`src/pkg/asr_pkg.sv`:
```
// constants and types shared by the asynchronous serial receive path
package asr_pkg;

    // ==========================================================
    // clock and line rate
    localparam int CLK_HZ = 25_000_000;
    localparam int BAUD_RATE = 9600;
    localparam int OVERSAMPLE = 16;
    // clocks per oversample tick, rounded down
    localparam int BAUD_DIV = CLK_HZ / (BAUD_RATE * OVERSAMPLE);

    // ==========================================================
    // bit timing in oversample ticks
    localparam int TICK_W = 5;
    localparam logic [TICK_W-1:0] HALF_BIT_TICKS = 5'h08;
    localparam logic [TICK_W-1:0] FULL_BIT_TICKS = 5'h10;
    localparam logic [TICK_W-1:0] VOTE_FIRST_TICK = 5'h0E;
    localparam logic [TICK_W-1:0] VOTE_SECOND_TICK = 5'h0F;
    localparam logic [TICK_W-1:0] TICK_ZERO = 5'h00;

    // ==========================================================
    // character format and buffering
    localparam int DATA_BITS = 8;
    localparam int FIFO_DEPTH = 2;
    localparam logic START_LEVEL = 1'b0;
    localparam logic STOP_LEVEL = 1'b1;
    localparam logic LINE_IDLE = 1'b1;
    localparam logic PIN_RELEASED = 1'b1;

    // ==========================================================
    // receiver sequence, gray coded along idle-start-data-stop
    typedef enum logic [1:0] {
        ASR_IDLE = 2'h0,
        ASR_START = 2'h1,
        ASR_DATA = 2'h3,
        ASR_STOP = 2'h2
    } asr_state_type;

endpackage

```
`src/rtl/asr_receiver.sv`:
```
// asynchronous serial receive path with character fifo and pin control
//
// Notes on behaviour
// - port enable makes receive pin input
// - port enable drives transmit pin, latch disconnected
// - falling edge starts character, start is zero
// - wait half bit, recheck start low
// - high at mid start: silent abort
// - full bit period to each centre
// - majority vote decides each data bit
// - low stop bit sets frame error
// - completed character pushed, pending flag set
// - read returns and removes oldest character
// - after overrun, no reception until cleared
// - pending flag while enabled and unread
// - frame error follows oldest unread character
// - port disable clears; receive disable keeps characters, clears overrun
// - frame error alone raises no request
module asr_receiver #(
    parameter int DATA_BITS = asr_pkg::DATA_BITS,
    parameter int FIFO_DEPTH = asr_pkg::FIFO_DEPTH,
    parameter int BAUD_DIV = asr_pkg::BAUD_DIV
) (
    input wire logic CLK,
    input wire logic RST_N,
    input wire logic SERIAL_PORT_ENABLE,
    input wire logic CONTINUOUS_RECEIVE_ENABLE,
    input wire logic RECEIVE_LINE_PIN_IN,
    input wire logic RECEIVE_PIN_DIRECTION_BIT,
    input wire logic RECEIVE_PORT_LATCH,
    input wire logic TRANSMIT_PIN_DIRECTION_BIT,
    input wire logic TRANSMIT_PORT_LATCH,
    input wire logic TRANSMIT_SERIAL_DATA,
    input wire logic RECEIVE_HOLDING_READ,
    output logic [DATA_BITS-1:0] RECEIVE_HOLDING_DATA,
    output logic RECEIVE_PENDING_FLAG,
    output logic FRAME_ERROR_STATUS,
    output logic OVERRUN_STATUS,
    output logic RECEIVE_BUSY,
    output logic RECEIVE_LINE_PIN_OUT,
    output logic RECEIVE_LINE_PIN_OE_N,
    output logic TRANSMIT_LINE_PIN_OUT,
    output logic TRANSMIT_LINE_PIN_OE_N
);

    localparam int TW = asr_pkg::TICK_W;
    localparam int PW = (FIFO_DEPTH > 1) ? $clog2(FIFO_DEPTH) : 1;
    localparam int CW = $clog2(FIFO_DEPTH + 1);
    localparam int BW = $clog2(DATA_BITS + 1);
    localparam logic [PW-1:0] PTR_LAST = PW'(FIFO_DEPTH - 1);
    localparam logic [CW-1:0] CNT_FULL = CW'(FIFO_DEPTH);
    localparam logic [CW-1:0] CNT_ONE = CW'(1);
    localparam logic [BW-1:0] BIT_LAST = BW'(DATA_BITS - 1);

    typedef struct packed {
        asr_pkg::asr_state_type state;
        logic [TW-1:0] tick_cnt;
        logic [BW-1:0] bit_cnt;
        logic [DATA_BITS-1:0] shift;
        logic [1:0] votes;
        logic line_prev;
        logic [FIFO_DEPTH-1:0][DATA_BITS-1:0] mem;
        logic [FIFO_DEPTH-1:0] frame_error_status_mem;
        logic [PW-1:0] rd_ptr;
        logic [PW-1:0] wr_ptr;
        logic [CW-1:0] count;
        logic overrun;
        logic [DATA_BITS-1:0] data_out;
        logic pending;
        logic frame_error_status_out;
        logic busy;
        logic rx_out;
        logic rx_oe_n;
        logic tx_out;
        logic tx_oe_n;
    } asr_regs_type;

    asr_regs_type r;
    asr_regs_type n;
    logic tick;

    // ==========================================================
    // helpers
    function automatic logic [PW-1:0] ptr_next(input logic [PW-1:0] p);
        ptr_next = (p == PTR_LAST) ? '0 : p + PW'(1);
    endfunction

    // two of three samples win, so a single glitch near the centre is ignored
    function automatic logic majority(input logic a, input logic b, input logic c);
        majority = (a & b) | (a & c) | (b & c);
    endfunction

    // ==========================================================
    // bit timing reference
    asr_baud_tick #(
        .DIV(BAUD_DIV)
    ) u_baud (
        .CLK(CLK),
        .RST_N(RST_N),
        .enable(SERIAL_PORT_ENABLE),
        .tick(tick)
    );

    // ==========================================================
    // next state of the whole receive path
    always_comb begin
        logic rx_run;
        logic pop;
        logic push;
        logic voted;
        logic [TW-1:0] cnt_inc;
        rx_run = SERIAL_PORT_ENABLE & CONTINUOUS_RECEIVE_ENABLE & ~r.overrun;
        pop = 1'b0;
        push = 1'b0;
        voted = majority(r.votes[0], r.votes[1], RECEIVE_LINE_PIN_IN);
        cnt_inc = r.tick_cnt + TW'(1);
        n = r;
        n.line_prev = RECEIVE_LINE_PIN_IN;

        // reading removes the oldest character; a read on empty does nothing
        if (RECEIVE_HOLDING_READ && r.count != '0) begin
            pop = 1'b1;
            n.rd_ptr = ptr_next(r.rd_ptr);
        end

        // receive sequencer; the start edge is taken on any clock, later steps only on oversample ticks
        unique case (r.state)
            asr_pkg::ASR_IDLE: begin
                n.tick_cnt = asr_pkg::TICK_ZERO;
                if (rx_run && r.line_prev == asr_pkg::LINE_IDLE &&
                    RECEIVE_LINE_PIN_IN == asr_pkg::START_LEVEL) begin
                    n.state = asr_pkg::ASR_START;
                end
            end
            asr_pkg::ASR_START: begin
                if (tick) begin
                    n.tick_cnt = cnt_inc;
                    if (cnt_inc == asr_pkg::HALF_BIT_TICKS) begin
                        n.tick_cnt = asr_pkg::TICK_ZERO;
                        n.bit_cnt = '0;
                        // a high level here was noise: back to edge search, no flag
                        n.state = (RECEIVE_LINE_PIN_IN == asr_pkg::START_LEVEL) ?
                            asr_pkg::ASR_DATA : asr_pkg::ASR_IDLE;
                    end
                end
            end
            asr_pkg::ASR_DATA: begin
                if (tick) begin
                    n.tick_cnt = cnt_inc;
                    if (cnt_inc == asr_pkg::VOTE_FIRST_TICK) begin
                        n.votes[0] = RECEIVE_LINE_PIN_IN;
                    end
                    if (cnt_inc == asr_pkg::VOTE_SECOND_TICK) begin
                        n.votes[1] = RECEIVE_LINE_PIN_IN;
                    end
                    if (cnt_inc == asr_pkg::FULL_BIT_TICKS) begin
                        n.tick_cnt = asr_pkg::TICK_ZERO;
                        n.shift = {voted, r.shift[DATA_BITS-1:1]};
                        n.bit_cnt = r.bit_cnt + BW'(1);
                        if (r.bit_cnt == BIT_LAST) begin
                            n.state = asr_pkg::ASR_STOP;
                        end
                    end
                end
            end
            asr_pkg::ASR_STOP: begin
                if (tick) begin
                    n.tick_cnt = cnt_inc;
                    if (cnt_inc == asr_pkg::VOTE_FIRST_TICK) begin
                        n.votes[0] = RECEIVE_LINE_PIN_IN;
                    end
                    if (cnt_inc == asr_pkg::VOTE_SECOND_TICK) begin
                        n.votes[1] = RECEIVE_LINE_PIN_IN;
                    end
                    if (cnt_inc == asr_pkg::FULL_BIT_TICKS) begin
                        n.tick_cnt = asr_pkg::TICK_ZERO;
                        n.state = asr_pkg::ASR_IDLE;
                        // a read in this same cycle frees a slot before the check
                        if (r.count == CNT_FULL && !pop) begin
                            n.overrun = 1'b1;
                        end else begin
                            push = 1'b1;
                            n.mem[r.wr_ptr] = r.shift;
                            n.frame_error_status_mem[r.wr_ptr] = (voted != asr_pkg::STOP_LEVEL);
                            n.wr_ptr = ptr_next(r.wr_ptr);
                        end
                    end
                end
            end
        endcase

        // occupancy follows pushes and pops
        if (push && !pop) begin
            n.count = r.count + CNT_ONE;
        end else if (pop && !push) begin
            n.count = r.count - CNT_ONE;
        end

        // dropping receive enable aborts the character and clears overrun,
        // but leaves stored characters and their error status alone
        if (!CONTINUOUS_RECEIVE_ENABLE) begin
            n.state = asr_pkg::ASR_IDLE;
            n.overrun = 1'b0;
        end

        // port disable resets the unit, which also forces frame error clear
        if (!SERIAL_PORT_ENABLE) begin
            n.state = asr_pkg::ASR_IDLE;
            n.tick_cnt = asr_pkg::TICK_ZERO;
            n.bit_cnt = '0;
            n.rd_ptr = '0;
            n.wr_ptr = '0;
            n.count = '0;
            n.frame_error_status_mem = '0;
            n.overrun = 1'b0;
        end

        // status presented for the oldest unread character
        n.data_out = n.mem[n.rd_ptr];
        n.pending = SERIAL_PORT_ENABLE & CONTINUOUS_RECEIVE_ENABLE & (n.count != '0);
        n.frame_error_status_out = (n.count != '0) ? n.frame_error_status_mem[n.rd_ptr] : 1'b0;
        n.busy = (n.state != asr_pkg::ASR_IDLE);

        // pin steering: the port owns both pins while enabled
        n.rx_oe_n = SERIAL_PORT_ENABLE ? asr_pkg::PIN_RELEASED : RECEIVE_PIN_DIRECTION_BIT;
        n.rx_out = RECEIVE_PORT_LATCH;
        n.tx_oe_n = SERIAL_PORT_ENABLE ? ~asr_pkg::PIN_RELEASED : TRANSMIT_PIN_DIRECTION_BIT;
        n.tx_out = SERIAL_PORT_ENABLE ? TRANSMIT_SERIAL_DATA : TRANSMIT_PORT_LATCH;
    end

    // ==========================================================
    // state register; pins released and line taken as idle after reset
    always_ff @(posedge CLK) begin
        if (!RST_N) begin
            r <= '0;
            r.line_prev <= asr_pkg::LINE_IDLE;
            r.rx_oe_n <= asr_pkg::PIN_RELEASED;
            r.tx_oe_n <= asr_pkg::PIN_RELEASED;
        end else begin
            r <= n;
        end
    end

    // ==========================================================
    // outputs straight from the state register
    assign RECEIVE_HOLDING_DATA = r.data_out;
    assign RECEIVE_PENDING_FLAG = r.pending;
    assign FRAME_ERROR_STATUS = r.frame_error_status_out;
    assign OVERRUN_STATUS = r.overrun;
    assign RECEIVE_BUSY = r.busy;
    assign RECEIVE_LINE_PIN_OUT = r.rx_out;
    assign RECEIVE_LINE_PIN_OE_N = r.rx_oe_n;
    assign TRANSMIT_LINE_PIN_OUT = r.tx_out;
    assign TRANSMIT_LINE_PIN_OE_N = r.tx_oe_n;

endmodule

```
`src/rtl/asr_baud_tick.sv`:
```
// oversample tick generator running off the device clock
module asr_baud_tick #(
    parameter int DIV = asr_pkg::BAUD_DIV
) (
    input wire logic CLK,
    input wire logic RST_N,
    input wire logic enable,
    output logic tick
);

    localparam int CW = (DIV > 1) ? $clog2(DIV) : 1;
    localparam logic [CW-1:0] LAST = CW'(DIV - 1);

    typedef struct packed {
        logic [CW-1:0] cnt;
        logic tick;
    } asr_baud_type;

    asr_baud_type r;
    asr_baud_type n;

    // ==========================================================
    // divider: one tick every DIV clocks, held at zero while disabled
    always_comb begin
        n = r;
        n.tick = 1'b0;
        if (!enable) begin
            n.cnt = '0;
        end else if (r.cnt == LAST) begin
            n.cnt = '0;
            n.tick = 1'b1;
        end else begin
            n.cnt = r.cnt + CW'(1);
        end
    end

    always_ff @(posedge CLK) begin
        if (!RST_N) begin
            r <= '0;
        end else begin
            r <= n;
        end
    end

    assign tick = r.tick;

endmodule

```
`config.mk`:
```
export PLATFORM = sky130hd
export DESIGN_NAME = asr_receiver
export DESIGN_NICKNAME = d
export VERILOG_FILES = /design/src/pkg/asr_pkg.sv /design/src/rtl/asr_receiver.sv /design/src/rtl/asr_baud_tick.sv
export SDC_FILE = /design/constraint.sdc
export NUM_CORES = 1
export LEC_CHECK = 0
export BUFFER_PORTS_ARGS = -buffer_cell sky130_fd_sc_hd__buf_2
export CORE_MARGIN = 4
export CORE_UTILIZATION = 53
export DETAILED_ROUTE_END_ITERATION = 10
export HOLD_SLACK_MARGIN = 0.12
export PLACE_DENSITY = 0.75
export RECOVER_POWER = 25
export SLEW_MARGIN = 20
export SYNTH_ARGS = -nofsm -noshare
export SYNTH_HDL_FRONTEND = slang
export SYNTH_HIERARCHICAL = 1
export SYNTH_SLANG_ARGS = --single-unit
export TNS_END_PERCENT = 5
```
`constraint.sdc`:
```
create_clock -name CLK -period 1.9 [get_ports CLK]
set_input_delay 0.285 -clock CLK [delete_from_list [all_inputs] [get_ports CLK]]
set_output_delay 0.285 -clock CLK [all_outputs]
set_load 0.01 [all_outputs]
```
Word level (Yosys, flattened, before mapping)
Cells that the tools add are included.

Bits of input ports: 11. Flip-flop bits (word level): 69. Output and inout port bits: 16. Logic and storage cells: 142.

Reduce and logical (&&, ||, !) cells: 26. Muxes and demuxes: 54. Bitwise operators: 14. Equality and inequality tests: 15. Add/subtract/negate cells: 7. Order comparisons: 3.

Operator list (number): $mux W18 (4); $mux W11 (3); $pmux W7 S4 (1); $mux W1 (25); $mux W8 (3); $mux W21 (1); $mux W7 (3); $mux W19 (1); $bwmux W16 (1); $eq A5 B4 Y1 const B (3); $mux W2 (7); $reduce_and A3 Y1 (4); $reduce_bool A2 Y1 (5); $add A8 B1 Y8 const B (1); $demux W8 S1 (1); $eq A8 B8 Y1 const B (1); $pmux W4 S2 (1); $reduce_and A4 Y1 (2); $logic_and A1 B1 Y1 (7); $and A1 B1 Y1 (6); $eq A2 B2 Y1 const B (3); $ne A2 B1 Y1 const B (3); $not A1 Y1 (6); $add A5 B1 Y5 const B (1); other kinds (20) (26).

Depth between registers and ports, before layout
Depth in word-level cells: 16. Gate-level depth with buffers: 9. Mapped depth without buffers: 7.

Cells and area by module
The synthesis kept the hierarchy.

By module, submodules not included: asr_receiver (area an instance 2750.1 um^2, times used 1, sequential area each 1201.2 um^2, cells each 305); asr_baud_tick (area an instance 392.9 um^2, times used 1, sequential area each 180.2 um^2, cells each 42).

Worst setup path before layout
No wires, ideal clock.

Path kind: register to register. Start: reg r[53] (netlist name). End: reg r (netlist bit RECEIVE_HOLDING_DATA[1]). Data arrival time: 1.822 ns. Buffers on the path: 1. Cell stages (with the launch flop): 8. Setup time: 0.072 ns. Data required time: 1.828 ns. Period minus slack after synthesis: 1.894 ns. Path slack: 0.006 ns. Cells stage by stage: dfxtp_1 -> ha_1 -> nand3_1 -> nor3_4 -> and3_1 -> buf_6 -> mux2i_1 -> a2bb2oi_1.

Cells in the longest elaborated chain, start to end: 7.

RTL lines: from (decl) (line asr_receiver.sv:78) `asr_regs_type r;`; from (signal assigned) (line asr_receiver.sv:240) `r <= n;`; $add A5 B1 Y5 (line asr_receiver.sv:116) `cnt_inc = r.tick_cnt + TW'(1);`; $eq A5 B5 Y1 (line asr_receiver.sv:175) `if (cnt_inc == asr_pkg::FULL_BIT_TICKS) begin`; $mux W18 (line asr_receiver.sv:175); $mux W18 (line asr_receiver.sv:167) `if (tick) begin`; $mux W18 (line asr_receiver.sv:127) `unique case (r.state)`; $mux W8 (not written as such) (2 in series) (line asr_receiver.sv:219) `n.data_out = n.mem[n.rd_ptr];`.

No other way between the ends. The select of a mux whose other input is x is not followed. A chain may end at the register's enable or synchronous reset.

Worst setup path after layout
Start: reg r[53] (netlist name). End: reg r (netlist bit RECEIVE_HOLDING_DATA[7]).

Same word-level chain as after synthesis.

==> results.txt <==
DRC - 0
Seq. cell area - 0.00139 mm^2
Worst clock skew - 0.00667 ns
Vias/cell - 5.50
Final Net Count - 401
Worst hold start - RECEIVE_PIN_DIRECTION_BIT
CP bufs+invs - 2
Dpl hpwl - 4420 um
Post-route ant nets - 0
Max-Cap Viols - 0
CP cell instances - ha_1, nand3_1, nor3_4, buf_4, nand4_1, buf_6, mux2i_2, a2bb2oi_1
CTS Buf Count - 9
Grt total ovfl - 0
Clock root cell - clkbuf_8
Max Root-Sink Buffers - 2
Startpoint Class - flip-flop
Cts hold-fix bufs - 0
Largest Register - r
Die W - 85.0 um
Final Cell Area - 0.00368 mm^2
Via count - 2,521
Min cycle time layout - 1.81 ns
Vias in the first global route - 2,259
M1 WL - 3080 um
Worst vdd ir - 0.438 mV
Yosys warning total - 6
RSZ-0062 raised after global routing - true
Global placement routability congestion - 0.805
Worst endpoint required time - 2.11 ns
Final cell utilization of the core - 0.652
Share of power burned in registers - 0.522
Setup Viol. Count Final - 0
Syn Area/Cell - 9.06 um^2
Psw - 0.580 mW
Met3 WL - 271 um
CP Data Arrival Time - 2.02 ns
Synth unique cells - 53
Fillers - 478
Hold violation total from the final report - 0
Most common cell after layout, fill and taps aside - dfxtp_1
Mapped cell area - 0.00314 mm^2
Max Used Layer - met4
WHS - 0.139 ns
Synthesized net count - 366
Cell Pwr Density - 761 mW/mm^2
Cell-internal power - 2.22 mW
Comb pwr share - 0.026
Die Area - 0.00723 mm^2
Max Clk Rate - 0.553 GHz
Antenna diodes - 0
Worst reg2reg path startpoint - r[53]$_SDFFE_PN0P_
Met2 Wirelength - 2970 um
CTS tree - yes
Die H - 85.0 um
Worst-Skew Late Latency - 0.33 ns
Post-synthesis async set-or-reset flop share - 0
Total power - 2.80 mW
Status - finished, final reports clean
Area contributors post-synth - dfxtp_1 (44%), mux2i_1 (6.7%), nand2_1 (6.1%)
Worst Hold Class - input port to flip-flop
Yosys reg bits - 69
Synthesis-to-layout area growth - 17.0%
Area fraction of the dominant cell type after synthesis - 0.439
Cell taking the most area after synthesis - dfxtp_1
Register area share after synthesis - 0.439
Post-synth EDFFs - 0
Most frequent cells in the layout - dfxtp_1 (66), nand2_1 (51), buf_4 (22)
Main flop type after synthesis - dfxtp_1
Top Ports - 27
# H-tree levels - 3
Cell family with most CP delay - simple AND/OR/NAND/NOR gates
Worst slew pin tran - 0.660 ns
Crit path max fanout - 11
Row count - 27
Clock power frac - 0.453
Initial antenna violation count - 0
Net Sw Frac - 0.207
Worst-path clk slew - 0.07 ns
Setup crit start - r[53]$_SDFFE_PN0P_
Leakage - 1.40 nW
Post-Syn Instances - 347
CP max stage cell - dfxtp_2
Kind of critical path - flip-flop to flip-flop
Placed Cells - 442
Tcrit/Tclk final - 0.952
Slew Viols, Final - 0
Flip-flop count of the largest register after layout - 44
Share of cells above drive strength 1 - 0.210
Placed cell area - 0.00340 mm^2
Routed len/inst - 14.1 um
Largest net degree at the start of global routing - 41
Finished Layout Cells - 458
Port Buf Inserts - 26
Total GRT Usage - 0.181
Drt pass-1 iters - 5
Clock sinks - 69
Core Region - 0.00564 mm^2
Rel. slew slack - 0.560
Routed WL - 6440 um
Starting DRT DRC Count - 168
Initial core utilization - 0.557
Largest stage delay on the critical path - 0.36 ns
Area of the multi-input gates - 0.00164 mm^2
First-pass GRT wire length - 10,600 um
Crit end category - flip-flop
cells by family after synthesis:
family | Yosys count | share of synthesized area
mux | 21 | 0.0669
xor+xnor | 9 | 0.0251
compound gates | 63 | 0.143
buf+inv | 39 | 0.0641
flops | 69 | 0.439
fa+ha+maj | 9 | 0.0350
simple gates | 137 | 0.226
power by group through the flow:
stage          clock network (mW)  registers (mW)  logic (mW)
3_5_place_dp                    0            1.49      0.0745
3_3_place_gp                    0            1.49      0.0742
6_report                     1.27            1.46      0.0718
2_1_floorplan                   0            1.50      0.0407
4_1_cts                      1.28            1.46      0.0746
5_1_grt                      1.37            1.46      0.0805
per-stage QoR:
stage	setup TNS, ns	setup WS (ns)
5_1_grt	-0.0469	-0.0183
4_1_cts	0	0.0540
3_5_place_dp	0	0.0740
6_report	0	0.0916
2_1_floorplan	0	0.00604
3_3_place_gp	0	0.172
layer usage:
| layer | global-route usage | up-vias |
|---|---|---|
| met2 | 0.273 | 55 |
| li1 | - | 1267 |
| met4 | 0.0748 | 0 |
| met5 | 0 | - |
| met3 | 0.0437 | 12 |
| met1 | 0.249 | 1187 |
path summary, 6_finish.rpt:
kind | endpoint | slack [ns] | depth (start not counted)
min reg2reg | r[21]$_SDFF_PN0_ | 0.46 | 2
max reg2reg | RECEIVE_HOLDING_DATA[7]$_SDFF_PN0_ | 0.09 | 8
max | RECEIVE_HOLDING_DATA[7]$_SDFF_PN0_ | 0.09 | 8
min | RECEIVE_LINE_PIN_OE_N$_SDFF_PP1_ | 0.14 | 2
area by class of cell:
class | count | area share
clock buffer | 11 | 0.0357
clock inverter | 4 | 0.0201
inverter | 12 | 0.0122
multi-input combinational | 239 | 0.446
sequential | 69 | 0.377
tap | 72 | 0.0245
timing repair buffer | 51 | 0.0851
what timing repair did:
item                       in CTS  in global routing
gates resized for setup         0                 21
setup buffers                   0                  1
setup endpoints to repair       0                 12
Yosys cell counts (4+ instances only):
| master | number |
|---|---|
| xnor2_1 | 5 |
| nand2_1 | 51 |
| a21boi_1 | 7 |
| inv_1 | 11 |
| buf_2 | 5 |
| clkbuf_1 | 10 |
| nand4_1 | 4 |
| xor2_1 | 4 |
| nor2b_1 | 13 |
| buf_4 | 9 |
| a31oi_1 | 7 |
| a21oi_1 | 14 |
| mux2i_1 | 21 |
| o21ai_0 | 8 |
| and2_1 | 5 |
| ha_1 | 8 |
| a2bb2oi_1 | 8 |
| and3_1 | 4 |
| nand3_1 | 20 |
| or3_1 | 4 |
| nor2_1 | 16 |
| dfxtp_1 | 69 |
worst register-to-register path, stage by stage, from the launching register on:
cell and delay (ns):
dfxtp_2 0.36, ha_1 0.18, nand3_1 0.15, nor3_4 0.22, buf_4 0.14, nand4_1 0.10, buf_6 0.19, mux2i_2 0.23
a2bb2oi_1 0.10
(Power assumes the default switching activity.)
